**src/logic/pcwc_pkg.sv**
```systemverilog
// Purpose: constants and types of the prefetch, cache and wait-state block
// Assumes: one clock domain, 32-bit register port, word-addressed flash
// Notes:   all offsets, fields, resets and encodings live here
package pcwc_pkg;

    // ***********************************************************
    // widths
    // ***********************************************************
    localparam int AW = 24;
    localparam int DW = 32;
    localparam int RAW = 8;

    // ***********************************************************
    // register offsets
    // ***********************************************************
    localparam logic [RAW-1:0] REG_PREFETCH_CONTROL_REG = 8'h00;
    localparam logic [RAW-1:0] REG_CP0_16 = 8'h04;
    localparam logic [RAW-1:0] REG_CFG3   = 8'h08;
    localparam logic [RAW-1:0] REG_STATUS = 8'h0c;

    // ***********************************************************
    // field positions
    // ***********************************************************
    localparam int WS_LSB      = 0;
    localparam int PF_LSB      = 4;
    localparam int ECC_BIT     = 7;
    localparam int K0_LSB      = 0;
    localparam int ISA_LSB     = 14;
    localparam int EXC_ISA_BIT = 16;
    localparam int ST_RSVD_BIT = 0;
    localparam int ST_BUSY_BIT = 1;
    localparam int ST_PFV_BIT  = 2;
    localparam int ST_BOOT_BIT = 3;

    // ***********************************************************
    // encodings and reset values
    // ***********************************************************
    localparam logic [1:0] PF_OFF   = 2'h0;
    localparam logic [1:0] PF_INSTR = 2'h1;
    localparam logic [1:0] PF_CPU   = 2'h2;
    localparam logic [1:0] PF_ANY   = 2'h3;
    localparam logic [2:0] WS_RSVD  = 3'h3;
    localparam logic [2:0] K0_WT_NA = 3'h0;
    localparam logic [2:0] K0_WT_WA = 3'h1;
    localparam logic [2:0] K0_UNC   = 3'h2;
    localparam logic [2:0] K0_WB_WA = 3'h3;
    localparam logic [1:0] ISA_WORD = 2'h2;
    localparam logic [1:0] ISA_COMP = 2'h3;
    localparam logic [1:0] PF_RST   = PF_OFF;
    localparam logic [2:0] WS_RST   = 3'h7;
    localparam logic       ECC_RST  = 1'b1;
    localparam logic [2:0] K0_RST   = K0_UNC;
    localparam logic [1:0] CFG_SETTLE = 2'h3;
    localparam logic [AW-1:0] PF_STEP = 24'h000001;

    // ***********************************************************
    // types
    // ***********************************************************
    typedef enum logic [1:0] {
        ACC_INSTR,
        ACC_DATA,
        ACC_OTHER
    } pcwc_acc_e;

endpackage : pcwc_pkg

```
**src/logic/pcwc_core_if.sv**
```systemverilog
// Purpose: carrier between the controller, wait timer and isa decoder
// Assumes: same clock as the controller
// Notes:   ctrl drives start, ws, boot_sel and hword
`timescale 1ns/10ps
interface pcwc_core_if;
    logic       start;
    logic [2:0] ws;
    logic       done;
    logic       boot_sel;
    logic [15:0] hword;
    logic       exc_flag;
    logic [1:0] isa_field;
    logic       is32;

    modport ctrl  (output start, ws, boot_sel, hword,
                   input done, exc_flag, isa_field, is32);
    modport timer (input start, ws, output done);
    modport isa   (input boot_sel, hword,
                   output exc_flag, isa_field, is32);
endinterface : pcwc_core_if

```
**src/logic/pcwc_top.sv**
```systemverilog
// Purpose: prefetch, flash wait-state and cache attribute control
// Assumes: single clock, flash data valid ws+1 cycles after flash_rd
// Notes:   one-entry prefetch buffer, word addresses
//
// What this block does
// - mode field picks which accesses prefetch
// - wait field 000 zero, 001 one wait
// - 010 gives two, 100 four waits
// - 011 reserved and refused; 111 seven waits
// - wait bands assume flash error correction on
// - cache attribute encodes write policy, non-coherent
// - attribute sits in coprocessor register sixteen
// - one attribute drives both instruction and data caches
// - boot bit picks exception isa flag, field
// - compressed mode decodes short and long opcodes on demand fetches; prefetch hits return fetch_is32 high
`timescale 1ns/10ps
module pcwc_top (
    input  wire logic                    clk,
    input  wire logic                    ce,
    input  wire logic                    reset,
    input  wire logic [pcwc_pkg::RAW-1:0] reg_addr,
    input  wire logic [31:0]             reg_wdata,
    input  wire logic                    reg_wr,
    input  wire logic                    reg_rd,
    output logic [31:0]                  reg_rdata,
    input  wire logic                    boot_instruction_set_select,
    input  wire logic                    fetch_req,
    input  wire pcwc_pkg::pcwc_acc_e     fetch_kind,
    input  wire logic [pcwc_pkg::AW-1:0] fetch_addr,
    output logic                         fetch_ready,
    output logic                         fetch_valid,
    output logic [pcwc_pkg::DW-1:0]      fetch_rdata,
    output logic                         fetch_is32,
    output logic                         flash_rd,
    output logic [pcwc_pkg::AW-1:0]      flash_addr,
    input  wire logic [pcwc_pkg::DW-1:0] flash_rdata,
    output logic                         flash_ecc_en,
    output logic                         icache_cacheable,
    output logic                         icache_wback,
    output logic                         icache_walloc,
    output logic                         dcache_cacheable,
    output logic                         dcache_wback,
    output logic                         dcache_walloc,
    output logic                         exception_isa_flag,
    output logic [1:0]                   isa_mode
);
    import pcwc_pkg::*;

    typedef enum logic [1:0] {
        ST_IDLE,
        ST_DEMAND,
        ST_PREF
    } pcwc_state_e;

    pcwc_core_if core ();

    // ***********************************************************
    // register state
    // ***********************************************************
    logic [1:0] prefetch_mode_select;
    logic [2:0] flash_wait_state_count;
    logic       ecc_en;
    logic [2:0] fixed_segment_cache_policy;
    logic       rsvd_wr;
    logic [1:0] next_pf_mode;
    logic [2:0] next_ws;
    logic       next_ecc;
    logic [2:0] next_k0;
    logic       next_rsvd;
    logic [31:0] next_rdata;
    logic       ctl_wr;

    // ***********************************************************
    // boot configuration
    // ***********************************************************
    logic       boot_s1;
    logic       boot_s2;
    logic [1:0] cfg_cnt;
    logic       boot_sel;
    logic [1:0] next_cfg_cnt;
    logic       next_boot_sel;

    // ***********************************************************
    // fetch state
    // ***********************************************************
    pcwc_state_e state;
    pcwc_state_e next_state;
    pcwc_acc_e   kind;
    pcwc_acc_e   next_kind;
    logic        pf_valid;
    logic [AW-1:0] pf_addr;
    logic [DW-1:0] pf_data;
    logic        next_pf_valid;
    logic [AW-1:0] next_pf_addr;
    logic [DW-1:0] next_pf_data;
    logic        next_fetch_valid;
    logic [DW-1:0] next_fetch_rdata;
    logic        next_fetch_is32;
    logic        next_flash_rd;
    logic [AW-1:0] next_flash_addr;
    logic        accept;
    logic        pf_hit;
    logic        pf_allow;

    // ***********************************************************
    // submodules
    // ***********************************************************
    pcwc_wait_timer u_timer (
        .clk   (clk),
        .ce    (ce),
        .reset (reset),
        .bus   (core.timer)
    );

    pcwc_isa_decode u_isa (
        .bus (core.isa)
    );

    assign core.ws       = flash_wait_state_count;
    assign core.boot_sel = boot_sel;
    assign core.hword    = flash_rdata[15:0];

    // ***********************************************************
    // register port
    // ***********************************************************
    assign ctl_wr = reg_wr && (reg_addr == REG_PREFETCH_CONTROL_REG);

    always_comb begin
        next_pf_mode = prefetch_mode_select;
        next_ws      = flash_wait_state_count;
        next_ecc     = ecc_en;
        next_k0      = fixed_segment_cache_policy;
        next_rsvd    = rsvd_wr;
        next_rdata   = 32'h00000000;
        if (ctl_wr) begin
            next_pf_mode = reg_wdata[PF_LSB+:2];
            next_ecc     = reg_wdata[ECC_BIT];
            if (reg_wdata[WS_LSB+:3] == WS_RSVD) begin
                next_rsvd = 1'b1;
            end else begin
                next_ws = reg_wdata[WS_LSB+:3];
            end
        end
        if (reg_wr && (reg_addr == REG_CP0_16)) begin
            next_k0 = reg_wdata[K0_LSB+:3];
        end
        if (reg_wr && (reg_addr == REG_STATUS) && reg_wdata[ST_RSVD_BIT]) begin
            next_rsvd = 1'b0;
        end
        if (reg_rd) begin
            unique case (reg_addr)
                REG_PREFETCH_CONTROL_REG: begin
                    next_rdata[PF_LSB+:2] = prefetch_mode_select;
                    next_rdata[WS_LSB+:3] = flash_wait_state_count;
                    next_rdata[ECC_BIT]   = ecc_en;
                end
                REG_CP0_16: begin
                    next_rdata[K0_LSB+:3] = fixed_segment_cache_policy;
                end
                REG_CFG3: begin
                    next_rdata[EXC_ISA_BIT] = exception_isa_flag;
                    next_rdata[ISA_LSB+:2]  = isa_mode;
                end
                REG_STATUS: begin
                    next_rdata[ST_RSVD_BIT] = rsvd_wr;
                    next_rdata[ST_BUSY_BIT] = (state != ST_IDLE);
                    next_rdata[ST_PFV_BIT]  = pf_valid;
                    next_rdata[ST_BOOT_BIT] = boot_sel;
                end
                default: begin
                    next_rdata = 32'h00000000;
                end
            endcase
        end
    end

    always_ff @(posedge clk or posedge reset) begin
        if (reset) begin
            prefetch_mode_select       <= PF_RST;
            flash_wait_state_count     <= WS_RST;
            ecc_en                     <= ECC_RST;
            fixed_segment_cache_policy <= K0_RST;
            rsvd_wr                    <= 1'b0;
            reg_rdata                  <= 32'h00000000;
        end else if (ce) begin
            prefetch_mode_select       <= next_pf_mode;
            flash_wait_state_count     <= next_ws;
            ecc_en                     <= next_ecc;
            fixed_segment_cache_policy <= next_k0;
            rsvd_wr                    <= next_rsvd;
            reg_rdata                  <= next_rdata;
        end
    end

    // ***********************************************************
    // boot isa capture
    // ***********************************************************
    always_comb begin
        next_cfg_cnt  = cfg_cnt;
        next_boot_sel = boot_sel;
        if (cfg_cnt != CFG_SETTLE) begin
            next_cfg_cnt = cfg_cnt + 2'h1;
            if (cfg_cnt == (CFG_SETTLE - 2'h1)) begin
                next_boot_sel = boot_s2;
            end
        end
    end

    always_ff @(posedge clk or posedge reset) begin
        if (reset) begin
            boot_s1            <= 1'b0;
            boot_s2            <= 1'b0;
            cfg_cnt            <= 2'h0;
            boot_sel           <= 1'b0;
            exception_isa_flag <= 1'b1;
            isa_mode           <= ISA_COMP;
        end else if (ce) begin
            boot_s1            <= boot_instruction_set_select;
            boot_s2            <= boot_s1;
            cfg_cnt            <= next_cfg_cnt;
            boot_sel           <= next_boot_sel;
            exception_isa_flag <= core.exc_flag;
            isa_mode           <= core.isa_field;
        end
    end

    // ***********************************************************
    // cache attributes
    // ***********************************************************
    always_ff @(posedge clk or posedge reset) begin
        if (reset) begin
            icache_cacheable <= 1'b0;
            icache_wback     <= 1'b0;
            icache_walloc    <= 1'b0;
            dcache_cacheable <= 1'b0;
            dcache_wback     <= 1'b0;
            dcache_walloc    <= 1'b0;
            flash_ecc_en     <= ECC_RST;
        end else if (ce) begin
            // both l1 caches follow the attribute, never coherent
            icache_cacheable <= (fixed_segment_cache_policy != K0_UNC) &&
                                !fixed_segment_cache_policy[2];
            icache_wback  <= (fixed_segment_cache_policy == K0_WB_WA);
            icache_walloc <= (fixed_segment_cache_policy == K0_WB_WA) ||
                             (fixed_segment_cache_policy == K0_WT_WA);
            dcache_cacheable <= (fixed_segment_cache_policy != K0_UNC) &&
                                !fixed_segment_cache_policy[2];
            dcache_wback  <= (fixed_segment_cache_policy == K0_WB_WA);
            dcache_walloc <= (fixed_segment_cache_policy == K0_WB_WA) ||
                             (fixed_segment_cache_policy == K0_WT_WA);
            flash_ecc_en  <= ecc_en;
        end
    end

    // ***********************************************************
    // fetch and prefetch control
    // ***********************************************************
    assign accept = fetch_req && (state == ST_IDLE);
    assign pf_hit = pf_valid && (pf_addr == fetch_addr);

    always_comb begin
        unique case (prefetch_mode_select)
            PF_ANY:   pf_allow = 1'b1;
            PF_CPU:   pf_allow = (kind != ACC_OTHER);
            PF_INSTR: pf_allow = (kind == ACC_INSTR);
            PF_OFF:   pf_allow = 1'b0;
        endcase
    end

    always_comb begin
        next_state       = state;
        next_kind        = kind;
        next_pf_valid    = pf_valid && !ctl_wr;
        next_pf_addr     = pf_addr;
        next_pf_data     = pf_data;
        next_fetch_valid = 1'b0;
        next_fetch_rdata = fetch_rdata;
        next_fetch_is32  = fetch_is32;
        next_flash_rd    = flash_rd;
        next_flash_addr  = flash_addr;
        core.start       = 1'b0;
        unique case (state)
            ST_IDLE: begin
                if (accept && pf_hit && !ctl_wr) begin
                    next_fetch_valid = 1'b1;
                    next_fetch_rdata = pf_data;
                    next_fetch_is32  = 1'b1;
                    next_pf_valid    = 1'b0;
                end else if (accept) begin
                    next_state      = ST_DEMAND;
                    next_kind       = fetch_kind;
                    next_flash_rd   = 1'b1;
                    next_flash_addr = fetch_addr;
                    core.start      = 1'b1;
                end
            end
            ST_DEMAND: begin
                if (core.done) begin
                    next_flash_rd    = 1'b0;
                    next_fetch_valid = 1'b1;
                    next_fetch_rdata = flash_rdata;
                    next_fetch_is32  = core.is32;
                    next_state       = ST_IDLE;
                    if (pf_allow) begin
                        next_state      = ST_PREF;
                        next_flash_rd   = 1'b1;
                        next_flash_addr = flash_addr + PF_STEP;
                        core.start      = 1'b1;
                    end
                end
            end
            ST_PREF: begin
                if (core.done) begin
                    next_flash_rd = 1'b0;
                    next_state    = ST_IDLE;
                    next_pf_valid = !ctl_wr;
                    next_pf_addr  = flash_addr;
                    next_pf_data  = flash_rdata;
                end
            end
            default: begin
                next_state    = ST_IDLE;
                next_flash_rd = 1'b0;
            end
        endcase
    end

    always_ff @(posedge clk or posedge reset) begin
        if (reset) begin
            state       <= ST_IDLE;
            kind        <= ACC_INSTR;
            pf_valid    <= 1'b0;
            pf_addr     <= '0;
            pf_data     <= '0;
            fetch_ready <= 1'b1;
            fetch_valid <= 1'b0;
            fetch_rdata <= '0;
            fetch_is32  <= 1'b1;
            flash_rd    <= 1'b0;
            flash_addr  <= '0;
        end else if (ce) begin
            state       <= next_state;
            kind        <= next_kind;
            pf_valid    <= next_pf_valid;
            pf_addr     <= next_pf_addr;
            pf_data     <= next_pf_data;
            fetch_ready <= (next_state == ST_IDLE);
            fetch_valid <= next_fetch_valid;
            fetch_rdata <= next_fetch_rdata;
            fetch_is32  <= next_fetch_is32;
            flash_rd    <= next_flash_rd;
            flash_addr  <= next_flash_addr;
        end
    end

endmodule : pcwc_top

```
**src/logic/pcwc_wait_timer.sv**
```systemverilog
// Purpose: counts flash wait states of one read
// Assumes: start is a one-cycle pulse, ws stable at start
// Notes:   done is high in the last cycle of the read
`timescale 1ns/10ps
module pcwc_wait_timer (
    input  wire logic   clk,
    input  wire logic   ce,
    input  wire logic   reset,
    pcwc_core_if.timer  bus
);
    logic       busy;
    logic [2:0] cnt;
    logic       next_busy;
    logic [2:0] next_cnt;

    // ***********************************************************
    // counter
    // ***********************************************************
    always_comb begin
        next_busy = busy;
        next_cnt  = cnt;
        if (bus.start) begin
            next_busy = 1'b1;
            next_cnt  = bus.ws;
        end else if (busy) begin
            if (cnt == 3'h0) begin
                next_busy = 1'b0;
            end else begin
                next_cnt = cnt - 3'h1;
            end
        end
    end

    always_ff @(posedge clk or posedge reset) begin
        if (reset) begin
            busy <= 1'b0;
            cnt  <= 3'h0;
        end else if (ce) begin
            busy <= next_busy;
            cnt  <= next_cnt;
        end
    end

    assign bus.done = busy && (cnt == 3'h0);

endmodule : pcwc_wait_timer

```
**src/logic/pcwc_isa_decode.sv**
```systemverilog
// Purpose: boot isa selection and opcode length decode
// Assumes: boot_sel is the settled configuration bit
// Notes:   purely combinational
`timescale 1ns/10ps
module pcwc_isa_decode (
    pcwc_core_if.isa bus
);
    import pcwc_pkg::*;

    // ***********************************************************
    // decode
    // ***********************************************************
    always_comb begin
        if (bus.boot_sel) begin
            bus.exc_flag  = 1'b0;
            bus.isa_field = ISA_WORD;
            bus.is32      = 1'b1;
        end else begin
            bus.exc_flag  = 1'b1;
            bus.isa_field = ISA_COMP;
            // short opcodes use major groups 1 to 3 of bits 12:10
            bus.is32 = !((bus.hword[12:10] == 3'h1) ||
                         (bus.hword[12:10] == 3'h2) ||
                         (bus.hword[12:10] == 3'h3));
        end
    end

endmodule : pcwc_isa_decode

```
**config.mk**
```make
export PLATFORM = sky130hd
export DESIGN_NAME = pcwc_top
export DESIGN_NICKNAME = d
export VERILOG_FILES = /design/src/logic/pcwc_pkg.sv /design/src/logic/pcwc_core_if.sv /design/src/logic/pcwc_top.sv /design/src/logic/pcwc_wait_timer.sv /design/src/logic/pcwc_isa_decode.sv
export SDC_FILE = /design/constraint.sdc
export NUM_CORES = 1
export LEC_CHECK = 0
export BUFFER_PORTS_ARGS = -buffer_cell sky130_fd_sc_hd__buf_4
export CAP_MARGIN = 0
export CORE_MARGIN = 5
export CORE_UTILIZATION = 50
export CTS_BUF_LIST = sky130_fd_sc_hd__clkbuf_4
export DETAILED_ROUTE_END_ITERATION = 12
export PLACE_DENSITY = 0.78
export SLEW_MARGIN = 10
export SYNTH_ARGS = -nofsm -noshare
export SYNTH_HDL_FRONTEND = slang
export SYNTH_SLANG_ARGS = --single-unit
```
**constraint.sdc**
```tcl
create_clock -name clk -period 4.87 [get_ports clk]
set_clock_uncertainty 0.2 [all_clocks]
set_input_delay 0.487 -clock clk [delete_from_list [all_inputs] [get_ports clk]]
set_output_delay 0.487 -clock clk [all_outputs]
set_load 0.005 [all_outputs]
```
**Word level (Yosys, flattened, before mapping)**

Index checks and enable logic that the tools add are counted.

- Register bits: 179
- Word-level logic and storage cells: 152

- $add $sub $neg: 3
- Eq/ne operators: 26
- Muxes and demuxes: 52
- Bitwise logic cells: 2
- Reduce and logical (&&, ||, !) cells: 40

Operators by type and width:

| operator | number |
|---|---|
| $mux 24 | 4 |
| $mux 32 | 2 |
| $pmux 32 s2 | 1 |
| $pmux 24 s2 | 1 |
| $mux 1 | 25 |
| $add 24x1->24 const B | 1 |
| $eq 24x24->1 | 1 |
| $mux 17 | 1 |
| $eq 8x4->1 const B | 2 |
| $ne 2x2->1 const B | 8 |
| $reduce_and 3->1 | 5 |
| $eq 3x2->1 const B | 4 |
| $mux 2 | 6 |
| $mux 3 | 4 |
| $logic_and 1x1->1 | 11 |
| $reduce_bool 2->1 | 5 |
| $pmux 3 s3 | 1 |
| $eq 2x2->1 const B | 4 |
| $eq 8x3->1 const B | 1 |
| $logic_not 2->1 | 4 |
| $logic_not 8->1 | 1 |
| $pmux 1 s2 | 4 |
| $reduce_and 4->1 | 2 |
| $eq 3x1->1 const B | 2 |
| other kinds (15) | 23 |

**Depth between registers and ports, before layout**

- Depth in word-level cells: 8
- Gate-level depth with buffers: 11
- Depth with buffers taken out: 7

**By module**

From an unflattened synthesis, not the netlist that was laid out.

- Cell total of the unflattened synthesis: 759
- Area total of the unflattened synthesis: 7877.6 um2

By module, submodules not included:

| module | instances | cells each | area an instance (um2) | seq. area each (um2) |
|---|---|---|---|---|
| pcwc_top | 1 | 725 | 7577.3 | 3842.4 |
| pcwc_wait_timer | 1 | 28 | 269.0 | 100.1 |
| pcwc_isa_decode | 1 | 6 | 31.3 | 0.0 |

**Worst setup path before layout**

OpenSTA, ideal clock, no wires.

- Path kind: register to register
- Start point: reg state[1]
- End point: reg fetch_rdata[0] (netlist name)
- Library setup time: 0.125 ns
- Arrival: 2.347 ns
- Path slack: 2.198 ns
- Stages on the path, launching flop included: 11
- Buffers on the path: 4
- Period minus slack after synthesis: 2.672 ns
- Cells stage by stage: dfrtp_1 > buf_6 > or3b_1 > buf_6 > nor3_4 > nand3_2 > nor4_4 > o21a_1 > buf_4 > buf_4 > mux2_2

- Word-level cells in the longest chain between the ends: 6
- Elaborated cells on any way between the ends: 10
- Classes of those cells: eq/ne (3); mux (1); reduce/logical (6)

Ends and longest elaborated chain:

| element | line | source |
|---|---|---|
| start: declaration | pcwc_top.sv:86 | `pcwc_state_e state;` |
| start signal: assignment | pcwc_top.sv:342 | `state <= next_state;` |
| $logic_not 2->1 | pcwc_top.sv:258, pcwc_top.sv:282 |  |
| $logic_and 1x1->1 | pcwc_top.sv:258 | `assign accept = fetch_req && (state == ST_IDLE);` |
| $logic_and 1x1->1 (2 in a row) | pcwc_top.sv:284 | `if (accept && pf_hit && !ctl_wr) begin` |
| $ne 2x1->1 (no line) | - |  |
| $reduce_and 4->1 (no line) | - |  |
| end signal: assignment | pcwc_top.sv:349 | `fetch_rdata <= next_fetch_rdata;` |
| end: declaration | pcwc_top.sv:32 | `output logic [pcwc_pkg::DW-1:0] fetch_rdata,` |

Parallel ways exist; a longest one is shown, timed or not.
A chain may end at the register's enable or synchronous reset.

**Worst setup path in the final report**

- Start point: reg pf_addr[0]
- End point: reg flash_addr[0] (netlist name)

- Word-level cells in the longest chain between the ends: 6

Ends and longest elaborated chain:

| element | line | source |
|---|---|---|
| start: declaration | pcwc_top.sv:91 | `logic [AW-1:0] pf_addr;` |
| start signal: assignment | pcwc_top.sv:345 | `pf_addr <= next_pf_addr;` |
| $eq 24x24->1 | pcwc_top.sv:259 | `assign pf_hit = pf_valid && (pf_addr == fetch_addr);` |
| $logic_and 1x1->1 | pcwc_top.sv:259 |  |
| $logic_and 1x1->1 (2 in a row) | pcwc_top.sv:284 |  |
| $ne 2x2->1 (no line) | - |  |
| $reduce_and 6->1 (no line) | - |  |
| end signal: assignment | pcwc_top.sv:352 | `flash_addr <= next_flash_addr;` |
| end: declaration | pcwc_top.sv:35 | `output logic [pcwc_pkg::AW-1:0] flash_addr,` |

No other way between the ends.

==> qor.csv <==
stage,metric,value,unit
detailed_routing,TritonRoute pass-1 iters,5,
logic_synthesis,asr flop ratio synth,100.0,%
timing,"Slew Viols, Final",0,
placed_design,post-DP HPWL,12.98,mm
placed_design,Placer Congestion,0.8552,
critical_path,critical path arrival,3.58,ns
timing,PnR worst setup slack,1.521,ns
worst_hold_path,worst hold path class,in -> reg,
final_layout,fraction of layout cells with a size suffix above 1,33.83,%
global_routing,initial antenna violation count,1,
logic_synthesis,Mapped Cells,749,
pwr,PD cells,433.9,nW/um^2
timing,Slew HR,21.46,%
detailed_routing,residual DRC count,0,
clock_tree,Worst-path clk slew,0.12,ns
clock_tree,TritonCTS clock tree,yes,
final_layout,"Net count, final",1037,
timing,minimum clock period,3.349,ns
logic_synthesis,largest cells by area after synthesis,"dfrtp_1 (47%), mux2_2 (15%), nand2_1 (6.3%)",
clock_tree,Num CTS Buffers,17,
clock_tree,hold_buf cts,44,
detailed_routing,First DRT Iteration DRCs,484,
logic_synthesis,post-synth top area cell,dfrtp_1,
pwr,Combinational Power Share,36.8,%
critical_path,Setup crit end kind,flip-flop,
pwr,Pint,2690,uW
clock_tree,H-tree Lvls,4,
critical_path,CP peak stage delay,0.91,ns
timing,Least-Margin Pin Slew,1.178,ns
logic_synthesis,"Cell Area, Synth",7785,sq um
critical_path,Critical Path RT,5.10,ns
floorplanning,IO Pins,207,
pwr,net switching power,1519,uW
logic_synthesis,Netlist cell types,56,
critical_path,CP max FO,28,
logic_synthesis,"Seq/Total Area, Yosys",49.65,%
critical_path,R2R Setup Slk,1.52,ns
job,number of max-cap violations,0,
timing,TNS Setup,0,ns
pwr,Seq pwr share,44.0,%
critical_path,R2R depth,6,
global_routing,number of global-route vias before repair,6301,
worst_hold_path,hold path endpoint,flash_addr[18]$_DFFE_PP0P_,
logic_synthesis,Synth Flop Type,dfrtp_1,
timing,"Hold Violations, Final",0,
logic_synthesis,synthesis-stage register bit count,154,
critical_path,RR Endpoint,flash_addr[0]$_DFFE_PP0P_,
pwr,sw frac,36.09,%
floorplanning,core footprint,15260,sq um
clock_tree,clock root buffer,clkbuf_4,
clock_tree,worst skew pair latency,0.55,ns
final_layout,FILL cells,1233,
final_layout,synth-to-layout area growth,24.59,%
floorplanning,Die ar.,18170,sq um
timing,RSZ-0062 raised after global routing,no,
global_routing,GR Util All Layers,22.17,%
critical_path,Slowest cell on crit path,o41a_1,
pwr,clock share of power,19.2,%
clock_tree,Clock Tree Buf Depth,2,
pwr,Pleak,0.004818,uW
global_routing,first-pass GRT wire length,32.26,mm
pwr,Worst VDD drop,242.5,uV
critical_path,R2R Path Start,pf_addr[0]$_DFFE_PP0P_,
worst_hold_path,Worst Min Path Start,fetch_addr[18],
logic_synthesis,most frequent cells after synthesis,"dfrtp_1 (145), nand2_1 (131), mux2_2 (101)",
global_routing,remaining global-route overflow,0,
logic_synthesis,YS warnings,0,
floorplanning,Die Y,134.8,microns
floorplanning,Initial Util,51.02,%
critical_path,crit-path cells,xor2_1 -> nor4_1 -> nand4_1 -> o41a_1 -> and2_4 -> o211a_1,
placed_design,post-place setup slack,1.362,ns
timing,Final Setup Violations,0,
clock_tree,clk sinks,154,
logic_synthesis,top-area cell type share of the netlist area,46.61,%
run_status,outcome,"finished, final reports clean",
clock_tree,Post-CTS Setup Inserts,0,
critical_path,CP Launch Type,flip-flop,
detailed_routing,drt total wl,19.51,mm
clock_tree,post_cts resized,0,
timing,Final period util,68.77,%
placed_design,# port buffers,157,
worst_hold_path,hold depth,3,
logic_synthesis,mean post-synth cell area,10.39,sq um
detailed_routing,DR vias/cell,5.365,
detailed_routing,wire per inst,16.93,microns
floorplanning,FP Rows,45,
floorplanning,die outline width,134.8,microns
critical_path,WS Path Type,reg -> reg,
detailed_routing,DR vias,6180,
global_routing,largest net degree at the start of global routing,91,
logic_synthesis,most frequent cell after synthesis,dfrtp_1,
timing,Fmax,298.6,MHz
detailed_routing,post-route ant nets,0,
logic_synthesis,Post-synth EDFFs,0,
## cell type report
cell class	count	area, sq um	area share [%]
sequential	154	3865	39.85
clock buffer	21	157.7	1.625
antenna	1	2.502	0.02580
inverter	23	91.34	0.9417
multi-input combinational	521	3501	36.09
timing repair buffer	210	1687	17.39
tap	211	264.0	2.722
clock inverter	11	131.4	1.354
## worst max path at each step
| stage | startpoint | endpoint | slack (ns) | cells past startpoint |
|---|---|---|---|---|
| finish | pf_addr[0]$_DFFE_PP0P_ | flash_addr[0]$_DFFE_PP0P_ | 1.52 | 6 |
| global route | pf_addr[0]$_DFFE_PP0P_ | fetch_rdata[21]$_DFFE_PP0P_ | 1.41 | 7 |
| CTS | pf_addr[0]$_DFFE_PP0P_ | flash_addr[11]$_DFFE_PP0P_ | 1.56 | 6 |
| detailed placement | fetch_addr[0] | flash_addr[15]$_DFFE_PP0P_ | 1.36 | 7 |
| global placement | fetch_addr[0] | flash_addr[12]$_DFFE_PP0P_ | 1.34 | 7 |
| floorplan | reset | boot_s1$_DFFE_PP0P_ | 0.05 | 1 |
## per-layer routing
metal,GRT usage [%],vias to the layer above,part of all wire (%)
met2,36.74,202,50
met5,0,-,0
met4,7.749,0,1.9
li1,-,2937,-
met1,28.63,3008,42
met3,5.216,33,6.2
## registers in the layout, summed over array words and instances, names as in the netlist, 3 cells and up
name / cells
core.ws: 3
fetch_rdata: 32
fixed_segment_cache_policy: 3
flash_addr: 24
pf_addr: 24
pf_data: 32
reg_rdata: 9
u_timer.cnt: 3
## power groups by stage
| stage | combinational [uW] | clock (uW) | sequential, uW |
|---|---|---|---|
| floorplan | 914 | 0 | 1810 |
| global placement | 1490 | 0 | 1850 |
| detailed placement | 1530 | 0 | 1860 |
| CTS | 1560 | 830 | 1840 |
| global route | 1740 | 887 | 1900 |
| finish | 1550 | 808 | 1850 |
## cells by family after synthesis
| family | Yosys count | synth area share, % |
|---|---|---|
| and+or+nand+nor | 237 | 14.27 |
| DFF | 154 | 49.65 |
| buffers and inverters | 95 | 6.638 |
| xor gates and xnor gates | 25 | 2.813 |
| AOI/OAI and AO/OA | 128 | 10.86 |
| adders and majority gates | 5 | 0.8036 |
| muxes | 103 | 14.87 |
| other | 2 | 0.09647 |
## stage by stage
stage | cell area (sq um) | total power (uW) | instances | util (%) | hold WS [ns]
finish | 9699 | 4209 | 1152 | 63.57 | 0.06916
global route | 9699 | 4523 | 1152 | 63.57 | 0.02510
CTS | 9697 | 4238 | 1151 | 63.55 | 0.02094
detailed placement | 8967 | 3395 | 1075 | 58.77 | 0.2699
global placement | 8967 | 3343 | 1075 | 58.77 | 0.2651
floorplan | 7864 | 2720 | 770 | - | 0.2302
## cells in the final DEF (no fill, tap or decap), types with 20 or more instances in the layout
cell           Yosys  routed
buf_4             32     166
dfrtp_1          145     145
nand2_1          131     131
mux2_2           101     101
dlygate4sd3_1      0      44
o21ai_0           29      29
nand3_1           23      23
conb_1             2      23
a21oi_1           23      22
nor2_1            21      21
inv_1             22      21
clkbuf_4           0      21
xor2_1            20      20
## critical path, delay by kind of cell (launching register included)
family / cells / cell delay (ns)
compound gates: 2 / 1.15
xor+xnor: 1 / 0.21
simple gates: 3 / 1.28
flops: 1 / 0.40
No activity file was read; power rests on OpenSTA's default activity.
